===== src/logic/cgs_pkg.sv =====
// Constants and types for the clock gear and standby controller
package cgs_pkg;

  // Register map
  localparam logic [7:0] SYS0_ADDR = 8'hE0;
  localparam logic [7:0] SYS1_ADDR = 8'hE1;
  localparam logic [7:0] SYS2_ADDR = 8'hE2;
  localparam logic [7:0] STAT_ADDR = 8'hE3;
  localparam logic [7:0] KEY_ADDR  = 8'hE4;

  // system_control_zero fields
  localparam int SYS0_HIGH_EN = 7;
  localparam int SYS0_LOW_EN  = 6;
  localparam int SYS0_WARM    = 2;
  localparam int SYS0_PRESC   = 1;
  localparam logic [7:0] SYS0_MASK = 8'hC2;
  localparam logic [7:0] SYS0_RST  = 8'h80;

  // system_control_one fields
  localparam int SYS1_SRC     = 3;
  localparam int SYS1_GEAR_LO = 0;
  localparam logic [7:0] SYS1_MASK = 8'h0F;
  localparam logic [7:0] SYS1_RST  = 8'h00;

  // system_control_two fields
  localparam int SYS2_CLKSEL  = 6;
  localparam int SYS2_WSEL_LO = 4;
  localparam int SYS2_HALT_LO = 2;
  localparam int SYS2_DRIVE   = 0;
  localparam logic [7:0] SYS2_MASK = 8'h7D;
  localparam logic [7:0] SYS2_RST  = 8'h2C;

  // Protection
  localparam int PROT_BIT = 7;
  localparam logic [6:0] STAT_RST   = 7'h23;
  localparam logic       PROT_RST   = 1'b0;
  localparam logic [7:0] KEY_UNLOCK = 8'h1F;

  // Standby select codes
  localparam logic [1:0] HALT_STOP  = 2'b01;
  localparam logic [1:0] HALT_OSC_RTC_ONLY_HALT = 2'b10;
  localparam logic [1:0] HALT_CPU_ONLY_HALT = 2'b11;

  // Warm-up select codes and interval exponents
  localparam logic [1:0] WSEL_18 = 2'b00;
  localparam logic [1:0] WSEL_8  = 2'b01;
  localparam logic [1:0] WSEL_14 = 2'b10;
  localparam logic [1:0] WSEL_16 = 2'b11;
  localparam int WARM_W     = 18;
  localparam int WARM_EXP18 = 18;
  localparam int WARM_EXP8  = 8;
  localparam int WARM_EXP14 = 14;
  localparam int WARM_EXP16 = 16;

  // Dividers: gear 0..4, fc/64 prescaler path
  localparam int GEAR_W  = 4;
  localparam int PRESC_W = 6;

  typedef enum logic [2:0] {
    ST_RUN   = 3'b000,
    ST_CPU_ONLY_HALT = 3'b001,
    ST_OSC_RTC_ONLY_HALT = 3'b011,
    ST_STOP  = 3'b010,
    ST_WARM  = 3'b110
  } cgs_state_t;

  typedef struct packed {
    logic [7:0] addr;
    logic [7:0] wdata;
    logic       wr;
    logic       rd;
  } cgs_bus_req_t;

endpackage


===== src/logic/cgs_top.sv =====
// Clock gear, clock output, protection and standby controller
//
// Our own choice: strobed register access.
`timescale 1ns/1ps

// Behaviour
// - Writing one to warm bit restarts counter; bit reads one until done.
// - Warm select code 10 gives 2^14 cycles of the starting oscillator.
// - With high source, gear divides high clock by 1,2,4,8,16 for peripheral clock.
// - New gear setting takes effect only after a delay.
// - Pin becomes clock output only when direction and function bits set.
// - Clock select zero routes low clock, one routes system clock.
// - Prescaler input is peripheral clock/2 or high clock/64 by select.
// - Key 1FH unlocks; any other key value locks protected registers.
// - Lock covers the three system registers, not status or key.
// - Status bit 7 reads lock state, resets zero; other bits reset to 23H and are writable.
// - Halt enters standby chosen by field: 11, 10, 01.
// - Cpu-only halt stops cpu; units run only if their enable set.
// - Oscillator-and-RTC halt stops all but oscillator and RTC.
// - Full stop halts every circuit including the oscillator.
// - In idle halts port outputs keep their state at halt entry.
// - Reset: gear 000, high oscillator on, low off, high selected.
// - Standby exits by reset or qualifying interrupt request.
module cgs_top
#(
  parameter int NUM_UNITS = 15,
  parameter int EXP_W18   = cgs_pkg::WARM_EXP18,
  parameter int EXP_W8    = cgs_pkg::WARM_EXP8,
  parameter int EXP_W14   = cgs_pkg::WARM_EXP14,
  parameter int EXP_W16   = cgs_pkg::WARM_EXP16
)
(
  input  wire logic                   CORE_CLK,
  input  wire logic                   RESET_N,
  input  wire cgs_pkg::cgs_bus_req_t  BUS,
  output logic [7:0]                  RDATA,
  input  wire logic                   HIGH_OSC_TICK,
  input  wire logic                   LOW_OSC_TICK,
  input  wire logic                   HALT_EXEC,
  input  wire logic                   WAKE_REQ,
  input  wire logic                   PIN_DIR_BIT,
  input  wire logic                   PIN_FUNC_BIT,
  input  wire logic                   PORT_DATA,
  input  wire logic [NUM_UNITS-1:0]   UNIT_IDLE_EN,
  output logic                        HIGH_OSC_ENABLE,
  output logic                        LOW_OSC_ENABLE,
  output logic                        PERIPH_TICK,
  output logic                        SYS_TICK,
  output logic                        PRESC_TICK,
  output logic                        CPU_RUN,
  output logic [NUM_UNITS-1:0]        UNIT_RUN,
  output logic                        RTC_RUN,
  output logic                        PORT_HOLD,
  output logic                        PROTECT_ON,
  output logic                        PIN_OUT,
  output logic                        PIN_OE_N
);
  import cgs_pkg::*;

  if (NUM_UNITS < 1 || EXP_W18 > WARM_W || EXP_W8 < 1 || EXP_W14 < 1 ||
      EXP_W16 < 1 || EXP_W18 < 1 || EXP_W8 > WARM_W ||
      EXP_W14 > WARM_W || EXP_W16 > WARM_W)
  begin : g_bad_params
    $error("cgs_top: parameter out of range");
  end

  // Registers, timers, dividers and sequencer state
  logic [7:0]          sys0, sys1, sys2, next_sys0, next_sys1, next_sys2;
  logic [6:0]          stat, next_stat;
  logic [7:0]          rdata, next_rdata;
  logic                prot, next_prot, warm_busy, next_warm_busy;
  logic [WARM_W-1:0]   warm_cnt, next_warm_cnt;
  logic [GEAR_W-1:0]   gear_cnt, next_gear_cnt;
  logic [2:0]          gear_act, next_gear_act;
  logic                phase, next_phase, clk_level, next_clk_level;
  logic [PRESC_W-1:0]  presc_cnt, next_presc_cnt;
  cgs_state_t          state, next_state;
  logic                held_data, next_held_data;
  logic                pin_out, next_pin_out, pin_oe_n, next_pin_oe_n;

  logic        wr_ok, warm_start, warm_tick, warm_done;
  logic        clocks_on, per_tick, sys_tick, presc_tick, out_tick;
  logic        src_low;
  logic [1:0]  halt_sel;

  function automatic logic [WARM_W-1:0] warm_last(input logic [1:0] sel);
    case (sel)
      WSEL_8:  return WARM_W'((1 << EXP_W8) - 1);
      WSEL_14: return WARM_W'((1 << EXP_W14) - 1);
      WSEL_16: return WARM_W'((1 << EXP_W16) - 1);
      default: return WARM_W'((1 << EXP_W18) - 1);
    endcase
  endfunction

  // Codes above 3 all divide by 16
  function automatic logic [GEAR_W-1:0] gear_mask(input logic [2:0] g);
    return (g > 3'h3) ? {GEAR_W{1'b1}} : GEAR_W'((1 << g) - 1);
  endfunction

  assign src_low  = sys1[SYS1_SRC];
  assign halt_sel = sys2[SYS2_HALT_LO +: 2];
  // Locked writes are silently dropped
  assign wr_ok    = BUS.wr && !prot;
  assign warm_start = (wr_ok && BUS.addr == SYS0_ADDR &&
                       BUS.wdata[SYS0_WARM]) ||
                      (state == ST_STOP && WAKE_REQ);
  // In warm state after stop counts the selected source; otherwise counts the oscillator not in use
  assign warm_tick = (state == ST_WARM) ?
                     (src_low ? LOW_OSC_TICK : HIGH_OSC_TICK) :
                     (src_low ? HIGH_OSC_TICK : LOW_OSC_TICK);
  assign warm_done = warm_busy && warm_tick &&
                     warm_cnt == warm_last(sys2[SYS2_WSEL_LO +: 2]);

  // System clock only runs in run and cpu-only halt
  assign clocks_on = (state == ST_RUN) || (state == ST_CPU_ONLY_HALT);
  assign per_tick  = clocks_on && (src_low ? LOW_OSC_TICK :
                     (HIGH_OSC_TICK &&
                      (gear_cnt & gear_mask(gear_act)) == '0));
  assign sys_tick  = per_tick && phase;
  assign presc_tick = sys0[SYS0_PRESC] ?
                      (clocks_on && HIGH_OSC_TICK && presc_cnt == '0) :
                      sys_tick;
  assign out_tick  = sys2[SYS2_CLKSEL] ? sys_tick : LOW_OSC_TICK;

  // Register file
  always_comb
  begin
    next_sys0  = sys0;
    next_sys1  = sys1;
    next_sys2  = sys2;
    next_stat  = stat;
    next_prot  = prot;
    next_rdata = 8'h00;
    if (wr_ok)
    begin
      case (BUS.addr)
        SYS0_ADDR: next_sys0 = BUS.wdata & SYS0_MASK;
        SYS1_ADDR: next_sys1 = BUS.wdata & SYS1_MASK;
        SYS2_ADDR: next_sys2 = BUS.wdata & SYS2_MASK;
        default:   next_sys0 = sys0;
      endcase
    end
    if (BUS.wr && BUS.addr == STAT_ADDR)
      next_stat = BUS.wdata[6:0];
    if (BUS.wr && BUS.addr == KEY_ADDR)
      next_prot = (BUS.wdata != KEY_UNLOCK);
    if (BUS.rd)
    begin
      case (BUS.addr)
        SYS0_ADDR: next_rdata = sys0 | {5'h00, warm_busy, 2'h0};
        SYS1_ADDR: next_rdata = sys1;
        SYS2_ADDR: next_rdata = sys2;
        STAT_ADDR: next_rdata = {prot, stat};
        default:   next_rdata = 8'h00;
      endcase
    end
  end

  always_ff @(posedge CORE_CLK or negedge RESET_N)
  begin
    if (!RESET_N)
    begin
      sys0  <= SYS0_RST;
      sys1  <= SYS1_RST;
      sys2  <= SYS2_RST;
      stat  <= STAT_RST;
      prot  <= PROT_RST;
      rdata <= 8'h00;
    end
    else
    begin
      sys0  <= next_sys0;
      sys1  <= next_sys1;
      sys2  <= next_sys2;
      stat  <= next_stat;
      prot  <= next_prot;
      rdata <= next_rdata;
    end
  end

  // Warm-up timer, restart wins over completion
  always_comb
  begin
    next_warm_busy = warm_busy;
    next_warm_cnt  = warm_cnt;
    if (warm_start)
    begin
      next_warm_busy = 1'b1;
      next_warm_cnt  = '0;
    end
    else if (warm_done)
      next_warm_busy = 1'b0;
    else if (warm_busy && warm_tick)
      next_warm_cnt = warm_cnt + 1'b1;
  end

  always_ff @(posedge CORE_CLK or negedge RESET_N)
  begin
    if (!RESET_N)
    begin
      warm_busy <= 1'b0;
      warm_cnt  <= '0;
    end
    else
    begin
      warm_busy <= next_warm_busy;
      warm_cnt  <= next_warm_cnt;
    end
  end

  // Gear divider, prescaler and clock output level
  always_comb
  begin
    next_gear_cnt  = gear_cnt;
    next_gear_act  = gear_act;
    next_phase     = phase;
    next_presc_cnt = presc_cnt;
    next_clk_level = clk_level;
    if (HIGH_OSC_TICK && clocks_on)
    begin
      next_gear_cnt  = gear_cnt + 1'b1;
      next_presc_cnt = presc_cnt + 1'b1;
      // With high source, gear swaps only at a full divider wrap
      if (gear_cnt == '0)
        next_gear_act = sys1[SYS1_GEAR_LO +: 3];
    end
    if (src_low)
      next_gear_act = sys1[SYS1_GEAR_LO +: 3];
    if (per_tick)
      next_phase = !phase;
    if (out_tick && state != ST_STOP && state != ST_WARM)
      next_clk_level = !clk_level;
  end

  always_ff @(posedge CORE_CLK or negedge RESET_N)
  begin
    if (!RESET_N)
    begin
      gear_cnt  <= '0;
      gear_act  <= 3'h0;
      phase     <= 1'b0;
      presc_cnt <= '0;
      clk_level <= 1'b0;
    end
    else
    begin
      gear_cnt  <= next_gear_cnt;
      gear_act  <= next_gear_act;
      phase     <= next_phase;
      presc_cnt <= next_presc_cnt;
      clk_level <= next_clk_level;
    end
  end

  // Standby sequencer and shared pin
  always_comb
  begin
    next_state     = state;
    next_held_data = held_data;
    case (state)
      ST_RUN:
      begin
        next_held_data = PORT_DATA;
        if (HALT_EXEC)
        begin
          case (halt_sel)
            HALT_CPU_ONLY_HALT: next_state = ST_CPU_ONLY_HALT;
            HALT_OSC_RTC_ONLY_HALT: next_state = ST_OSC_RTC_ONLY_HALT;
            HALT_STOP:  next_state = ST_STOP;
            default:    next_state = ST_RUN;
          endcase
        end
      end
      ST_CPU_ONLY_HALT, ST_OSC_RTC_ONLY_HALT:
        if (WAKE_REQ)
          next_state = ST_RUN;
      ST_STOP:
        if (WAKE_REQ)
          next_state = ST_WARM;
      ST_WARM:
        if (warm_done)
          next_state = ST_RUN;
      default:
        next_state = ST_RUN;
    endcase
    next_pin_oe_n = !PIN_DIR_BIT;
    if (PIN_DIR_BIT && PIN_FUNC_BIT)
      next_pin_out = clk_level;
    else if (state == ST_RUN)
      next_pin_out = PORT_DATA;
    else
      next_pin_out = held_data;
    if ((state == ST_STOP || state == ST_WARM) && !sys2[SYS2_DRIVE])
      next_pin_oe_n = 1'b1;
  end

  always_ff @(posedge CORE_CLK or negedge RESET_N)
  begin
    if (!RESET_N)
    begin
      state     <= ST_RUN;
      held_data <= 1'b0;
      pin_out   <= 1'b0;
      pin_oe_n  <= 1'b1;
    end
    else
    begin
      state     <= next_state;
      held_data <= next_held_data;
      pin_out   <= next_pin_out;
      pin_oe_n  <= next_pin_oe_n;
    end
  end

  assign RDATA      = rdata;
  assign PROTECT_ON = prot;
  assign PIN_OUT    = pin_out;
  assign PIN_OE_N   = pin_oe_n;
  assign PERIPH_TICK = per_tick;
  assign SYS_TICK   = sys_tick && state == ST_RUN;
  assign PRESC_TICK = presc_tick;
  assign CPU_RUN    = (state == ST_RUN);
  assign UNIT_RUN   = (state == ST_RUN)   ? {NUM_UNITS{1'b1}} :
                      (state == ST_CPU_ONLY_HALT) ? UNIT_IDLE_EN :
                      {NUM_UNITS{1'b0}};
  assign RTC_RUN    = (state != ST_STOP);
  assign HIGH_OSC_ENABLE = sys0[SYS0_HIGH_EN] &&
                           state != ST_STOP;
  assign LOW_OSC_ENABLE  = sys0[SYS0_LOW_EN] && state != ST_STOP;
  assign PORT_HOLD  = (state == ST_CPU_ONLY_HALT) || (state == ST_OSC_RTC_ONLY_HALT) ||
                      ((state == ST_STOP || state == ST_WARM) &&
                       sys2[SYS2_DRIVE]);

endmodule


===== config.mk =====
export PLATFORM = sky130hd
export DESIGN_NAME = cgs_top
export DESIGN_NICKNAME = d
export VERILOG_FILES = /design/src/logic/cgs_pkg.sv /design/src/logic/cgs_top.sv
export SDC_FILE = /design/constraint.sdc
export NUM_CORES = 1
export LEC_CHECK = 0
export BUFFER_PORTS_ARGS = -buffer_cell sky130_fd_sc_hd__buf_2
export CORE_UTILIZATION = 32
export DETAILED_ROUTE_END_ITERATION = 7
export GPL_ROUTABILITY_DRIVEN = 0
export PLACE_DENSITY_LB_ADDON = 0.2
export SLEW_MARGIN = 40
export SYNTH_ARGS = -nofsm -noshare
export SYNTH_HDL_FRONTEND = slang
export SYNTH_SLANG_ARGS = --single-unit

===== constraint.sdc =====
create_clock -name CORE_CLK -period 3.2 [get_ports CORE_CLK]
set_input_delay 0.16 -clock CORE_CLK [delete_from_list [all_inputs] [get_ports CORE_CLK]]
set_output_delay 0.16 -clock CORE_CLK [all_outputs]
set_load 0.05 [all_outputs]

# Yosys cells after proc, flatten, opt, wreduce, memory -nomap -nowiden
# Index checks and enable logic that the tools add are counted.
# op_classes
addsub	4
n_lt_le_gt_ge	1
eq_ne	24
shift	1
mux	29
n_bitwise	2
reduce_logical	46
# op_table
op	n
2-to-1 mux 18 bit	3
one-hot mux 18 bit (3 select lines)	1
== test 8 bit (second input constant)	5
one-hot mux 8 bit (4 select lines)	1
2-to-1 mux 15 bit	2
logical AND 1 bit	21
2-to-1 mux 3 bit	7
adder 18 x 1 -> 18 bit (second input constant)	1
== test 18 bit	1
one-hot mux 3 bit (4 select lines)	1
2-to-1 mux 1 bit	11
!= test 2 bit (second input constant)	5
AND reduction 2 bit	5
== test 2 bit (second input constant)	4
logical NOT 4 bit	2
2-to-1 mux 8 bit	1
!= test 8 x 5 -> 1 bit (second input constant)	1
OR 8 x 3 -> 8 bit	1
nonzero test 2 bit	4
adder 6 x 1 -> 6 bit (second input constant)	1
== test 3 x 2 -> 1 bit (second input constant)	2
logical NOT 6 bit	1
one-hot mux 2 bit (3 select lines)	1
logical NOT 1 bit	5
other kinds (15)	20
# totals
register_bits	69
in_bits	42
word_cells	124

# Longest topological paths before layout
# Gate-level depths: netlist of the first run.
# depth
ltp_word	12
ltp_mapped	8
depth_no_buf	8

# Worst setup path after synthesis of the first run
# Ideal clock, no wire load.
# synth_path
path_type	register to output
from	register gear_act[2]
to	output port PRESC_TICK
arrival_ns	2.642
required_ns	3.040
slack_ns	0.398
stages_incl_launch_ff	8
n_path_buf	0
cell_sequence	dfrtp_1 > or3_1 > ha_1 > inv_1 > o21ai_0 > a32o_1 > nand3_1 > o21ai_0
# synth_between
elab_chain_len	10
elab_cells_between_ends	11
# synth_lines
item	line	rtl
start: declaration	cgs_top.sv:74	logic [2:0] gear_act, next_gear_act;
start signal: assignment	cgs_top.sv:248	gear_act <= next_gear_act;
left shift 1 x 3 -> 4 bit	cgs_top.sv:97	return (g > 3'h3) ? {GEAR_W{1'b1}} : GEAR_W'((1 << g) - 1);
subtractor 4 x 2 -> 4 bit	cgs_top.sv:97	
2-to-1 mux 4 bit (*)	cgs_top.sv:97	
AND 4 bit (*)	cgs_top.sv:118	(gear_cnt & gear_mask(gear_act)) == '0));
logical NOT 4 bit (*)	cgs_top.sv:118	
logical AND 1 bit (*)	cgs_top.sv:117	(HIGH_OSC_TICK &&
2-to-1 mux 1 bit (*)	cgs_top.sv:116	assign per_tick = clocks_on && (src_low ? LOW_OSC_TICK :
logical AND 1 bit (*)	cgs_top.sv:116	
logical AND 1 bit (*)	cgs_top.sv:119	assign sys_tick = per_tick && phase;
2-to-1 mux 1 bit (*)	cgs_top.sv:120	assign presc_tick = sys0[SYS0_PRESC] ?
end: declaration	cgs_top.sv:49	output logic PRESC_TICK,
# Every way passes the cells marked *; elsewhere a longest branch is shown, timed or not.

# Worst setup path in the final report of the first run
# Same ends and word-level chain as after synthesis.

==> impl_metrics.toml, run 1 <==
[global_routing]
antenna_found_initial = 0
grt_pass1_wl_um = 15200
grt_pass1_vias = 3041
grt_usage_pct = 15.7
grt_max_degree = 37
grt.overflow.total = 0

[power_and_ir_drop]
power_density_nw_per_um2 = 510
p_leak_nw = 2.15
p_switching_mw = 0.566
ir_worst_vdd_v = 0.000225
p_sw_share_pct = 23.9
p_total_mw = 2.37
clock_power_share_pct = 49.4
p_int_mw = 1.81
p_comb_share_pct = 9.9
p_seq_share_pct = 40.6

[floorplan]
start_util_pct = 32.9
dieWidth_um = 110
die_height_um = 110
core_um2 = 11400
die-area_um2 = 12200
ios = 76
rows = 39

[setup_path]
worst_setup_path_end_kind = "primary output"
critPathKind = "flip-flop to primary output"
arrival_ns = 2.48
cp_max_fo = 6
required_ns = 3.04
crit_path_start_kind = "flip-flop"

[yosys]
synth_cell_types = 55
syn_nets = 423
synth_top_area_cell = "dfrtp_1"
syn_avg_cell_area_um2 = 10.2
ys_seq_area_share_pct = 46.2
ys.flop_type = "dfrtp_1"
synth_area_leaders = "dfrtp_1 41%, mux2_2 8.1%, dfstp_2 5.6%, ha_1 3.7%, o21a_1 3.0%"
async_flop_share_pct = 100
ys_warn_count = 0
synth_edf_count = 0
synth_most_common_cell = "dfrtp_1"
syn_inst = 370
syn_area_um2 = 3760
synth_top_area_share_pct = 40.6
synth_common_cells = "61 x dfrtp_1, 27 x mux2_2, 25 x nand2_1, 21 x o21ai_0, 20 x a21oi_1"
synth_seq_cells = 69

[sta]
worst_slew_pin_slew_ns = 0.686
final-max-slew-violation-count = 0
hold_viol = 0
fmax_mhz = 378
final.setup.tns_ns = 0
holdWs_ns = 0.0712
max-slew-margin-rel_pct = 53.9
rsz0062_at_grt = "false"
finalWorstSetupSlack_ns = 0.555
setup_viol = 0
skew_ns = 0.00668
period_share_pct = 82.6
period_minus_slack_ns = 2.64

[detailed_routing]
wl_um = 9120
postRouteAntennaNets = 0
viasPerCell = 5.18
vias = 3085
wl_per_cell_um = 15.3
drt_iter0_markers = 66
drt_pass1_iterations = 4
drcViolationCount = 0

[layout]
layout-drive-gt1-share_pct = 30.5
area_delta_synth_final_pct = 23.7
final_area_um2 = 4650
final_nets = 500
antenna_cells = 0
fillCellCount = 1176

[clocking]
htreeDepth = 3
cts-buffers-inserted = 9
cts_setup_buffers = 0
cts_sinks = 69
clockRootBuffer = "clkbuf_16"
clkLatencyLatePin_ns = 0.34
cts_tree = "built"
cts_buffer_depth = 2
cts.clk_slew.worst_paths_ns = 0.06

[placed_design]
hpwlAfterDp_um = 6640
placed_area_um2 = 4280
post-place-ws_ns = 0.729
io_buffers = 75

[job]
cap_violations = 0

[min_path]
hp-class = "primary input to flip-flop"

[run_status]
status = "finished clean"
-- path summary, 6_finish.rpt --
check / startpoint / end / slack, ns / cells past startpoint
setup / recovery: gear_act[2] / PRESC_TICK / 0.56 / 8
hold / removal: BUS[0] / RDATA[2] / 0.07 / 2
setup reg to reg: sys2[5] / warm_cnt[10] / 0.70 / 7
hold reg to reg: presc_cnt[5] / presc_cnt[5] / 0.48 / 1
max in group asynchronous: RESET_N / stat[0] / 2.15 / 3
min in group asynchronous: RESET_N / PIN_OUT / 0.34 / 2
-- per-stage QoR --
stage / util (%) / cells
detailed placement: 37.5 / 577
CTS: 40.7 / 595
global route: 40.7 / 595
global placement: 37.4 / 577
finish: 40.7 / 595
floorplan: - / 370
-- cells in the final DEF, fill, tap and decap left out, types with 3 or more instances in the layout --
| master | instances |
|---|---|
| mux2i_1 | 4 |
| nor3_1 | 3 |
| a22oi_1 | 4 |
| mux2_2 | 27 |
| inv_1 | 16 |
| dfstp_2 | 8 |
| nor4_1 | 4 |
| clkbuf_16 | 9 |
| or4_1 | 9 |
| and3_1 | 4 |
| buf_2 | 74 |
| o21a_1 | 15 |
| nand2_1 | 25 |
| bufinv_16 | 3 |
| buf_4 | 4 |
| nand4_1 | 9 |
| a21oi_1 | 20 |
| nand3b_1 | 4 |
| ha_1 | 11 |
| or3_1 | 10 |
| nand2b_1 | 4 |
| nand3_1 | 15 |
| nor2_1 | 16 |
| and2_1 | 4 |
| xnor2_1 | 7 |
| dfrtp_1 | 61 |
| o21ai_0 | 21 |
| nor3b_1 | 6 |
| o31ai_1 | 9 |
| or2_2 | 3 |
| nor2b_1 | 6 |
-- cells by family after synthesis --
kind of cell / Yosys count / share of synthesized area (%)
adders and majority gates: 11 / 3.66
muxes: 32 / 9.75
xor gates and xnor gates: 9 / 2.10
buffers and inverters: 31 / 3.39
and+or+nand+nor: 130 / 19.8
AOI/OAI and AO/OA: 88 / 15.2
DFF: 69 / 46.2
-- routing by layer --
metal	share of wire, %	track usage (%)	vias to the layer above
met3	3.4	3.35	7
met4	1.3	5.60	0
li1	-	-	1506
met5	0	0	-
met1	47	20.5	1520
met2	49	25.6	52
-- final cells by class --
type / count / area (um2) / share of cell area, %
Tap cell: 143 / 179 / 3.85
Sequential cell: 69 / 1740 / 37.3
Timing Repair Buffer: 80 / 420 / 9.04
Multi-Input combinational cell: 270 / 1900 / 40.9
Clock inverter: 5 / 108 / 2.31
Clock buffer: 11 / 243 / 5.22
Inverter: 17 / 63.8 / 1.37
-- timing repair --
item,CTS,global route
hold endpoints to repair,33,0
hold buffers,2,0
gates resized for setup,0,0
-- state kept, by name, summed over array words and instances, names as in the netlist --
name        flops
PIN_OE_N        1
PIN_OUT         1
PROTECT_ON      1
RDATA           8
clk_level       1
gear_act        3
gear_cnt        4
held_data       1
phase           1
presc_cnt       6
stat            7
state           3
sys0            3
sys1            4
sys2            6
warm_busy       1
warm_cnt       18
-- critical path, stage by stage, from the launching register on --
cell and delay (ns):
dfrtp_1 0.42, or3_1 0.39, ha_1 0.28, inv_1 0.03, o21ai_0 0.21, a32o_1 0.21, nand3_1 0.12, o21ai_0 0.18
buf_2 0.29
-- power by group through the flow --
stage	Combinational, mW	Clock (mW)	Sequential (mW)
finish	0.235	1.17	0.964
detailed placement	0.234	0	0.979
floorplan	0.146	0	0.970
global placement	0.228	0	0.976
global route	0.270	1.24	0.972
CTS	0.237	1.20	0.964
Power figures use the tool's default switching activity.
==> run 2: changes to the inputs <==
--- a/config.mk
+++ b/config.mk
@@ -5,6 +5,7 @@
 export SDC_FILE = /design/constraint.sdc
 export NUM_CORES = 1
 export LEC_CHECK = 0
+export ABC_AREA = 1
 export BUFFER_PORTS_ARGS = -buffer_cell sky130_fd_sc_hd__buf_2
 export CORE_UTILIZATION = 32
 export DETAILED_ROUTE_END_ITERATION = 7
==> constraint.sdc (replaced) <==
create_clock -name CORE_CLK -period 2.45 [get_ports CORE_CLK]
set_input_delay 0.1225 -clock CORE_CLK [delete_from_list [all_inputs] [get_ports CORE_CLK]]
set_output_delay 0.1225 -clock CORE_CLK [all_outputs]
set_load 0.05 [all_outputs]
==> run 2 against run 1 <==
  * The run now ends with design-rule violations left
  * Wire length grew 6.1%
  * Sequential cell count is the same
  * Cell area grew 3.4%
  * Setup slack lost 0.30 ns
  * Synthesized cell count grew 39%
  * Non-clock buffer count grew 3
  * Core utilization grew 0.66 points
  * Sequential power grew 62%
  * Combinational power grew to 8.5 times the previous value
  * Critical endpoint unchanged
  * Largest cell class unchanged
==> impl_metrics.toml, run 2 <==
[power_and_ir_drop]
p_sw_share_pct = 43.1
p_switching_mw = 2.18
p_int_mw = 2.87
power_density_nw_per_um2 = 1050
p_seq_share_pct = 30.9
clock_power_share_pct = 29.4
p_leak_nw = 2.41
ir_worst_vdd_v = 0.000444
p_comb_share_pct = 39.7

[yosys]
ys.flop_type = "dfrtp_1"
synth_area_leaders = "dfrtp_1 39%, nand2_1 14%, nor2_1 6.4%, inv_1 6.0%, dfstp_2 5.4%"
synth_cell_types = 38
synth_common_cells = "144 x nand2_1, 66 x nor2_1, 62 x inv_1, 61 x dfrtp_1, 39 x o21ai_0"
synth_top_area_share_pct = 39.3
syn_inst = 514
synth_top_area_cell = "dfrtp_1"
syn_avg_cell_area_um2 = 7.55
async_flop_share_pct = 100
syn_nets = 567
synth_most_common_cell = "nand2_1"
synth_seq_cells = 69
syn_area_um2 = 3880
ys_warn_count = 0
synth_edf_count = 0
ys_seq_area_share_pct = 44.7

[placed_design]
placed_area_um2 = 4420
dp_cells = 728
io_buffers = 75
hpwlAfterDp_um = 7260
post-place-ws_ns = 0.388

[floorplan]
die-area_um2 = 12600
start_util_pct = 33.4
ios = 76
dieWidth_um = 112
rows = 39
die_height_um = 112
core_um2 = 11600

[setup_path]
cp_max_fo = 3
crit_path_start_kind = "flip-flop"
required_ns = 2.33
arrival_ns = 2.07
worst_setup_path_end_kind = "primary output"
critPathKind = "flip-flop to primary output"

[detailed_routing]
wl_per_cell_um = 12.9
drt_iter0_markers = 209
postRouteAntennaNets = 0
wl_um = 9680
vias = 3503
viasPerCell = 4.68
drt_pass1_iterations = 7
drcViolationCount = 7

[sta]
period_share_pct = 89.5
hold_viol = 0
period_minus_slack_ns = 2.19
final.setup.tns_ns = 0
skew_ns = 0.00903
finalWorstSetupSlack_ns = 0.256
setup_viol = 0
max-slew-margin-rel_pct = 58.6
worst_slew_pin_slew_ns = 0.621
fmax_mhz = 456
rsz0062_at_grt = "false"
final-max-slew-violation-count = 0

[layout]
largest_reg_flops = 18
regMostFlops = "warm_cnt"
final_cell_mix = "143 x nand2_1, 74 x buf_2, 66 x nor2_1"
final_area_um2 = 4810
area_delta_synth_final_pct = 23.9
antenna_cells = 0
final_nets = 653
mostFrequentLayoutCell = "nand2_1"
post-route-util_pct = 41.4
layout-drive-gt1-share_pct = 19.5
final_cell_count_no_fill = 748

[min_path]
hp-class = "primary input to flip-flop"

[clocking]
cts_sinks = 69
cts_tree = "built"
cts_buffer_depth = 2
clockRootBuffer = "clkbuf_16"
cts-buffers-inserted = 9
clkLatencyLatePin_ns = 0.34
cts.clk_slew.worst_paths_ns = 0.06
htreeDepth = 3

[run_status]
status = "finished with violations"
violations = "design-rule violations"

[global_routing]
grt_usage_pct = 16.6
grt_pass1_wl_um = 16500
grt.overflow.total = 0
grt_pass1_vias = 3444
grt_max_degree = 28
antenna_found_initial = 0

[job]
cap_violations = 0
[run 2: power groups by stage]
stage	sequential [mW]	combinational (mW)	clock, mW
after floorplan	1.57	1.53	0
after global placement	1.57	1.98	0
after detailed placement	1.57	2.00	0
after CTS	1.56	2.01	1.52
after global routing	1.59	2.19	1.57
final	1.56	2.00	1.48
[run 2: layer usage]
layer | GRT usage (%) | wire length [um] | vias to the layer above
met4 | 6.31 | 137 | 0
met1 | 22.4 | 4660 | 1607
met2 | 25.8 | 4460 | 74
met3 | 4.00 | 428 | 12
met5 | 0 | 0 | -
li1 | - | - | 1810
[run 2: cells by family (layout without fill, tap and decap cells)]
kind of cell               after synthesis  after routing  share of synthesized area, %
and+or+nand+nor                        276            276                          30.4
adders and majority gates               11             11                          3.55
xor gates and xnor gates                21             21                          4.74
buffers and inverters                   76            167                          7.83
DFF                                     69             69                          44.7
AOI/OAI and AO/OA                       61             61                          8.77
[run 2: what timing repair did]
item	in CTS	in global routing
endpoints found under the hold margin	27	0
endpoints found under the setup margin	0	2
buffers inserted	0	0
resized for setup	0	3
hold buffers	4	0
[run 2: final timing paths]
path                       slack, ns            to         from  cells after the start
setup / recovery                0.26    PRESC_TICK  gear_act[0]                     10
hold / removal                  0.01     held_data    PORT_DATA                      3
setup reg to reg                0.40  warm_cnt[17]      sys2[5]                      9
hold reg to reg                 0.48     held_data    held_data                      2
max in group asynchronous       1.29       sys2[5]      RESET_N                      3
min in group asynchronous       0.34      RDATA[0]      RESET_N                      2
[run 2: area by class of cell]
cell class / instances / area, um2
Clock buffer: 9 / 225
Clock inverter: 7 / 114
Fill cell: 1228 / 6810
Inverter: 68 / 258
Multi-Input combinational cell: 369 / 1850
Sequential cell: 69 / 1740
Tap cell: 143 / 179
Timing Repair Buffer: 83 / 448
[run 2: worst max-delay path: stages (launching register included)]
cell	delay [ns]
dfrtp_1	0.39
inv_1	0.10
nand3_1	0.11
ha_1	0.30
a21oi_1	0.07
nor2_1	0.10
nand3_1	0.07
nand2_1	0.08
nand3_1	0.11
o21ai_0	0.16
clkbuf_4	0.25
[run 2: metrics by stage]
stage               hold WS, ns  power [mW]
floorplan                -0.173        3.09
global placement          0.163        3.54
detailed placement        0.173        3.57
CTS                     0.00182        5.09
global route             0.0319        5.35
finish                   0.0109        5.05
==> run 3: changes to the inputs <==
--- a/config.mk
+++ b/config.mk
@@ -8,6 +8,7 @@
 export ABC_AREA = 1
 export BUFFER_PORTS_ARGS = -buffer_cell sky130_fd_sc_hd__buf_2
 export CORE_UTILIZATION = 32
+export CTS_BUF_LIST = sky130_fd_sc_hd__clkbuf_8
 export DETAILED_ROUTE_END_ITERATION = 7
 export GPL_ROUTABILITY_DRIVEN = 0
 export PLACE_DENSITY_LB_ADDON = 0.2
==> constraint.sdc (replaced) <==
create_clock -name CORE_CLK -period 2.45 [get_ports CORE_CLK]
set_input_delay 0.1225 -clock CORE_CLK [delete_from_list [all_inputs] [get_ports CORE_CLK]]
set_output_delay 0.1225 -clock CORE_CLK [all_outputs]
set_load 0.1 [all_outputs]
==> run 3 against run 2 <==
  * The run still ends with design-rule violations left
  * Global-route usage is 0.56 points lower
  * Power up 8.0%
  * Critical path depth unchanged
  * Setup slack worse by 0.077 ns
  * Via count up 1.5%
  * Clock skew grew 0.0090 ns
  * Non-clock buffer count is 1 higher
  * Clock power shrank 36%
  * Clock-buffer cell count is 1 higher
  * Die area stayed put
  * Sequential share of layout area increased by 0.38 points
  * Critical endpoint unchanged
  * Highest routed layer unchanged
==> impl_metrics.toml, run 3 (synthesized netlist as in run 2, its figures left out) <==
[setup_path]
cp_max_fo = 4
crit_family = "simple AND/OR/NAND/NOR gates"
slowest_delay_ns = 0.38
crit_path_cell_trace = "inv_1 -> nand3_1 -> ha_1 -> a21oi_1 -> nor2_1 -> nand3_1 -> nand2_1 -> nand3_1 -> o21ai_1 -> buf_12"
worstReg2RegEnd = "warm_cnt[17]"
cp_num_buf_inv = 2
worst_setup_path_end_kind = "primary output"
ff2ff_path_depth = 9
required_ns = 2.33
rrSetupSlack_ns = 0.41
path_depth = 10
critPathSlowestCell = "dfrtp_1"
regToRegStartpoint = "sys2[5]"
critPathKind = "flip-flop to primary output"
path_common_cell = "nand3_1"
arrival_ns = 2.15
crit_path_start_kind = "flip-flop"

[layout]
final_cell_count_no_fill = 749
antenna_cells = 0
mostFrequentLayoutCell = "nand2_1"
largest_reg_flops = 18
final_cell_mix = "144 x nand2_1, 73 x buf_2, 63 x inv_1"
area_delta_synth_final_pct = 22.6
regMostFlops = "warm_cnt"
layout-drive-gt1-share_pct = 20.5
final_nets = 654

[global_routing]
antenna_found_initial = 0
grt_pass1_vias = 3493
grt_pass1_wl_um = 16100
grt_usage_pct = 16.0
grt_max_degree = 61
grt.overflow.total = 0

[detailed_routing]
drcViolationCount = 10
viasPerCell = 4.74
vias = 3554
wl_per_cell_um = 12.5
postRouteAntennaNets = 0
drt_iter0_markers = 207
drt_pass1_iterations = 6
wl_um = 9400

[power_and_ir_drop]
power_density_nw_per_um2 = 1150
ir_worst_vdd_v = 0.000339
p_leak_nw = 2.37

[min_path]
hold_depth = 3
min_from = "PORT_DATA"
hp-class = "primary input to flip-flop"
hold_path_end = "held_data"

[floorplan]
ios = 76
die_height_um = 112
die-area_um2 = 12600
core_um2 = 11600
rows = 39
dieWidth_um = 112
start_util_pct = 33.4

[sta]
period_minus_slack_ns = 2.27
finalWorstSetupSlack_ns = 0.179
skew_ns = 0.0181
period_share_pct = 92.7
hold_viol = 0
rsz0062_at_grt = "true"
fmax_mhz = 440
final.setup.tns_ns = 0
final-max-slew-violation-count = 0
worst_slew_pin_slew_ns = 0.528
setup_viol = 0
max-slew-margin-rel_pct = 64.5

[clocking]
clkLatencyLatePin_ns = 0.35
clockRootBuffer = "clkbuf_8"
cts-buffers-inserted = 9
cts.clk_slew.worst_paths_ns = 0.08
htreeDepth = 3
cts_tree = "built"
cts_buffer_depth = 2
cts_sinks = 69
cts_setup_buffers = 0

[job]
cap_violations = 0

[run_status]
violations = "design-rule violations"
status = "finished with violations"

[placed_design]
io_buffers = 75
post-place-ws_ns = 0.396
hpwlAfterDp_um = 7130
dp_cells = 728
## run 3: cell count changes in the layout (fill, tap and decap cells not counted), moves of 3 or more
cell       delta
nor2_1        -9
nor2_4        +6
clkbuf_8     +10
nor2_2        +3
clkbuf_16     -9
## run 3: timing repair
action	in CTS	in global routing
endpoints found under the hold margin	44	0
setup endpoints to repair	0	2
resized for setup	0	3
hold buffers	5	0
## run 3: how the worst max path moves through the flow
| stage | startpoint | to | slack (ns) |
|---|---|---|---|
| floorplan | gear_act[1] | PRESC_TICK | -0.23 |
| global placement | sys2[5] | warm_cnt[17] | 0.46 |
| detailed placement | sys2[5] | warm_cnt[17] | 0.40 |
| CTS | gear_act[1] | SYS_TICK | 0.05 |
| global route | gear_act[2] | PRESC_TICK | -0.04 |
| finish | gear_act[1] | PRESC_TICK | 0.18 |
## run 3: area by class of cell
cell class	count	area, um2
Clock buffer	10	138
Clock inverter	6	63.8
Fill cell	1219	6860
Inverter	68	258
Multi-Input combinational cell	369	1890
Sequential cell	69	1740
Tap cell	143	179
Timing Repair Buffer	84	489
## run 3: report_power, final
| part | total [mW] | switching, mW | internal (mW) |
|---|---|---|---|
| registers | 1.55 | 0.196 | 1.36 |
| clock network | 0.952 | 0.455 | 0.496 |
| logic | 2.94 | 2.34 | 0.599 |
## run 3: stage by stage
step | total power [mW] | hold slack, ns | area (um2) | utilization (%)
after floorplan | 4.02 | -0.173 | 3940 | -
after global placement | 4.48 | 0.0102 | 4500 | 38.7
after detailed placement | 4.52 | 0.0111 | 4500 | 38.7
after CTS | 5.49 | 0.00998 | 4750 | 40.9
after global routing | 5.77 | 0.0348 | 4760 | 41.0
final | 5.45 | 0.0201 | 4760 | 41.0
## run 3: per-layer routing
metal | up-vias | track usage, % | wire length, um
met4 | 0 | 6.49 | 130
met5 | - | 0 | 0
met1 | 1637 | 21.2 | 4510
met2 | 101 | 25.7 | 4230
met3 | 11 | 3.35 | 531
li1 | 1805 | - | -
## run 3: worst min-delay path, delay by kind of cell
| kind | cells | cell delay, ns |
|---|---|---|
| buffers and inverters | 1 | 0.08 |
| and+or+nand+nor | 2 | 0.12 |
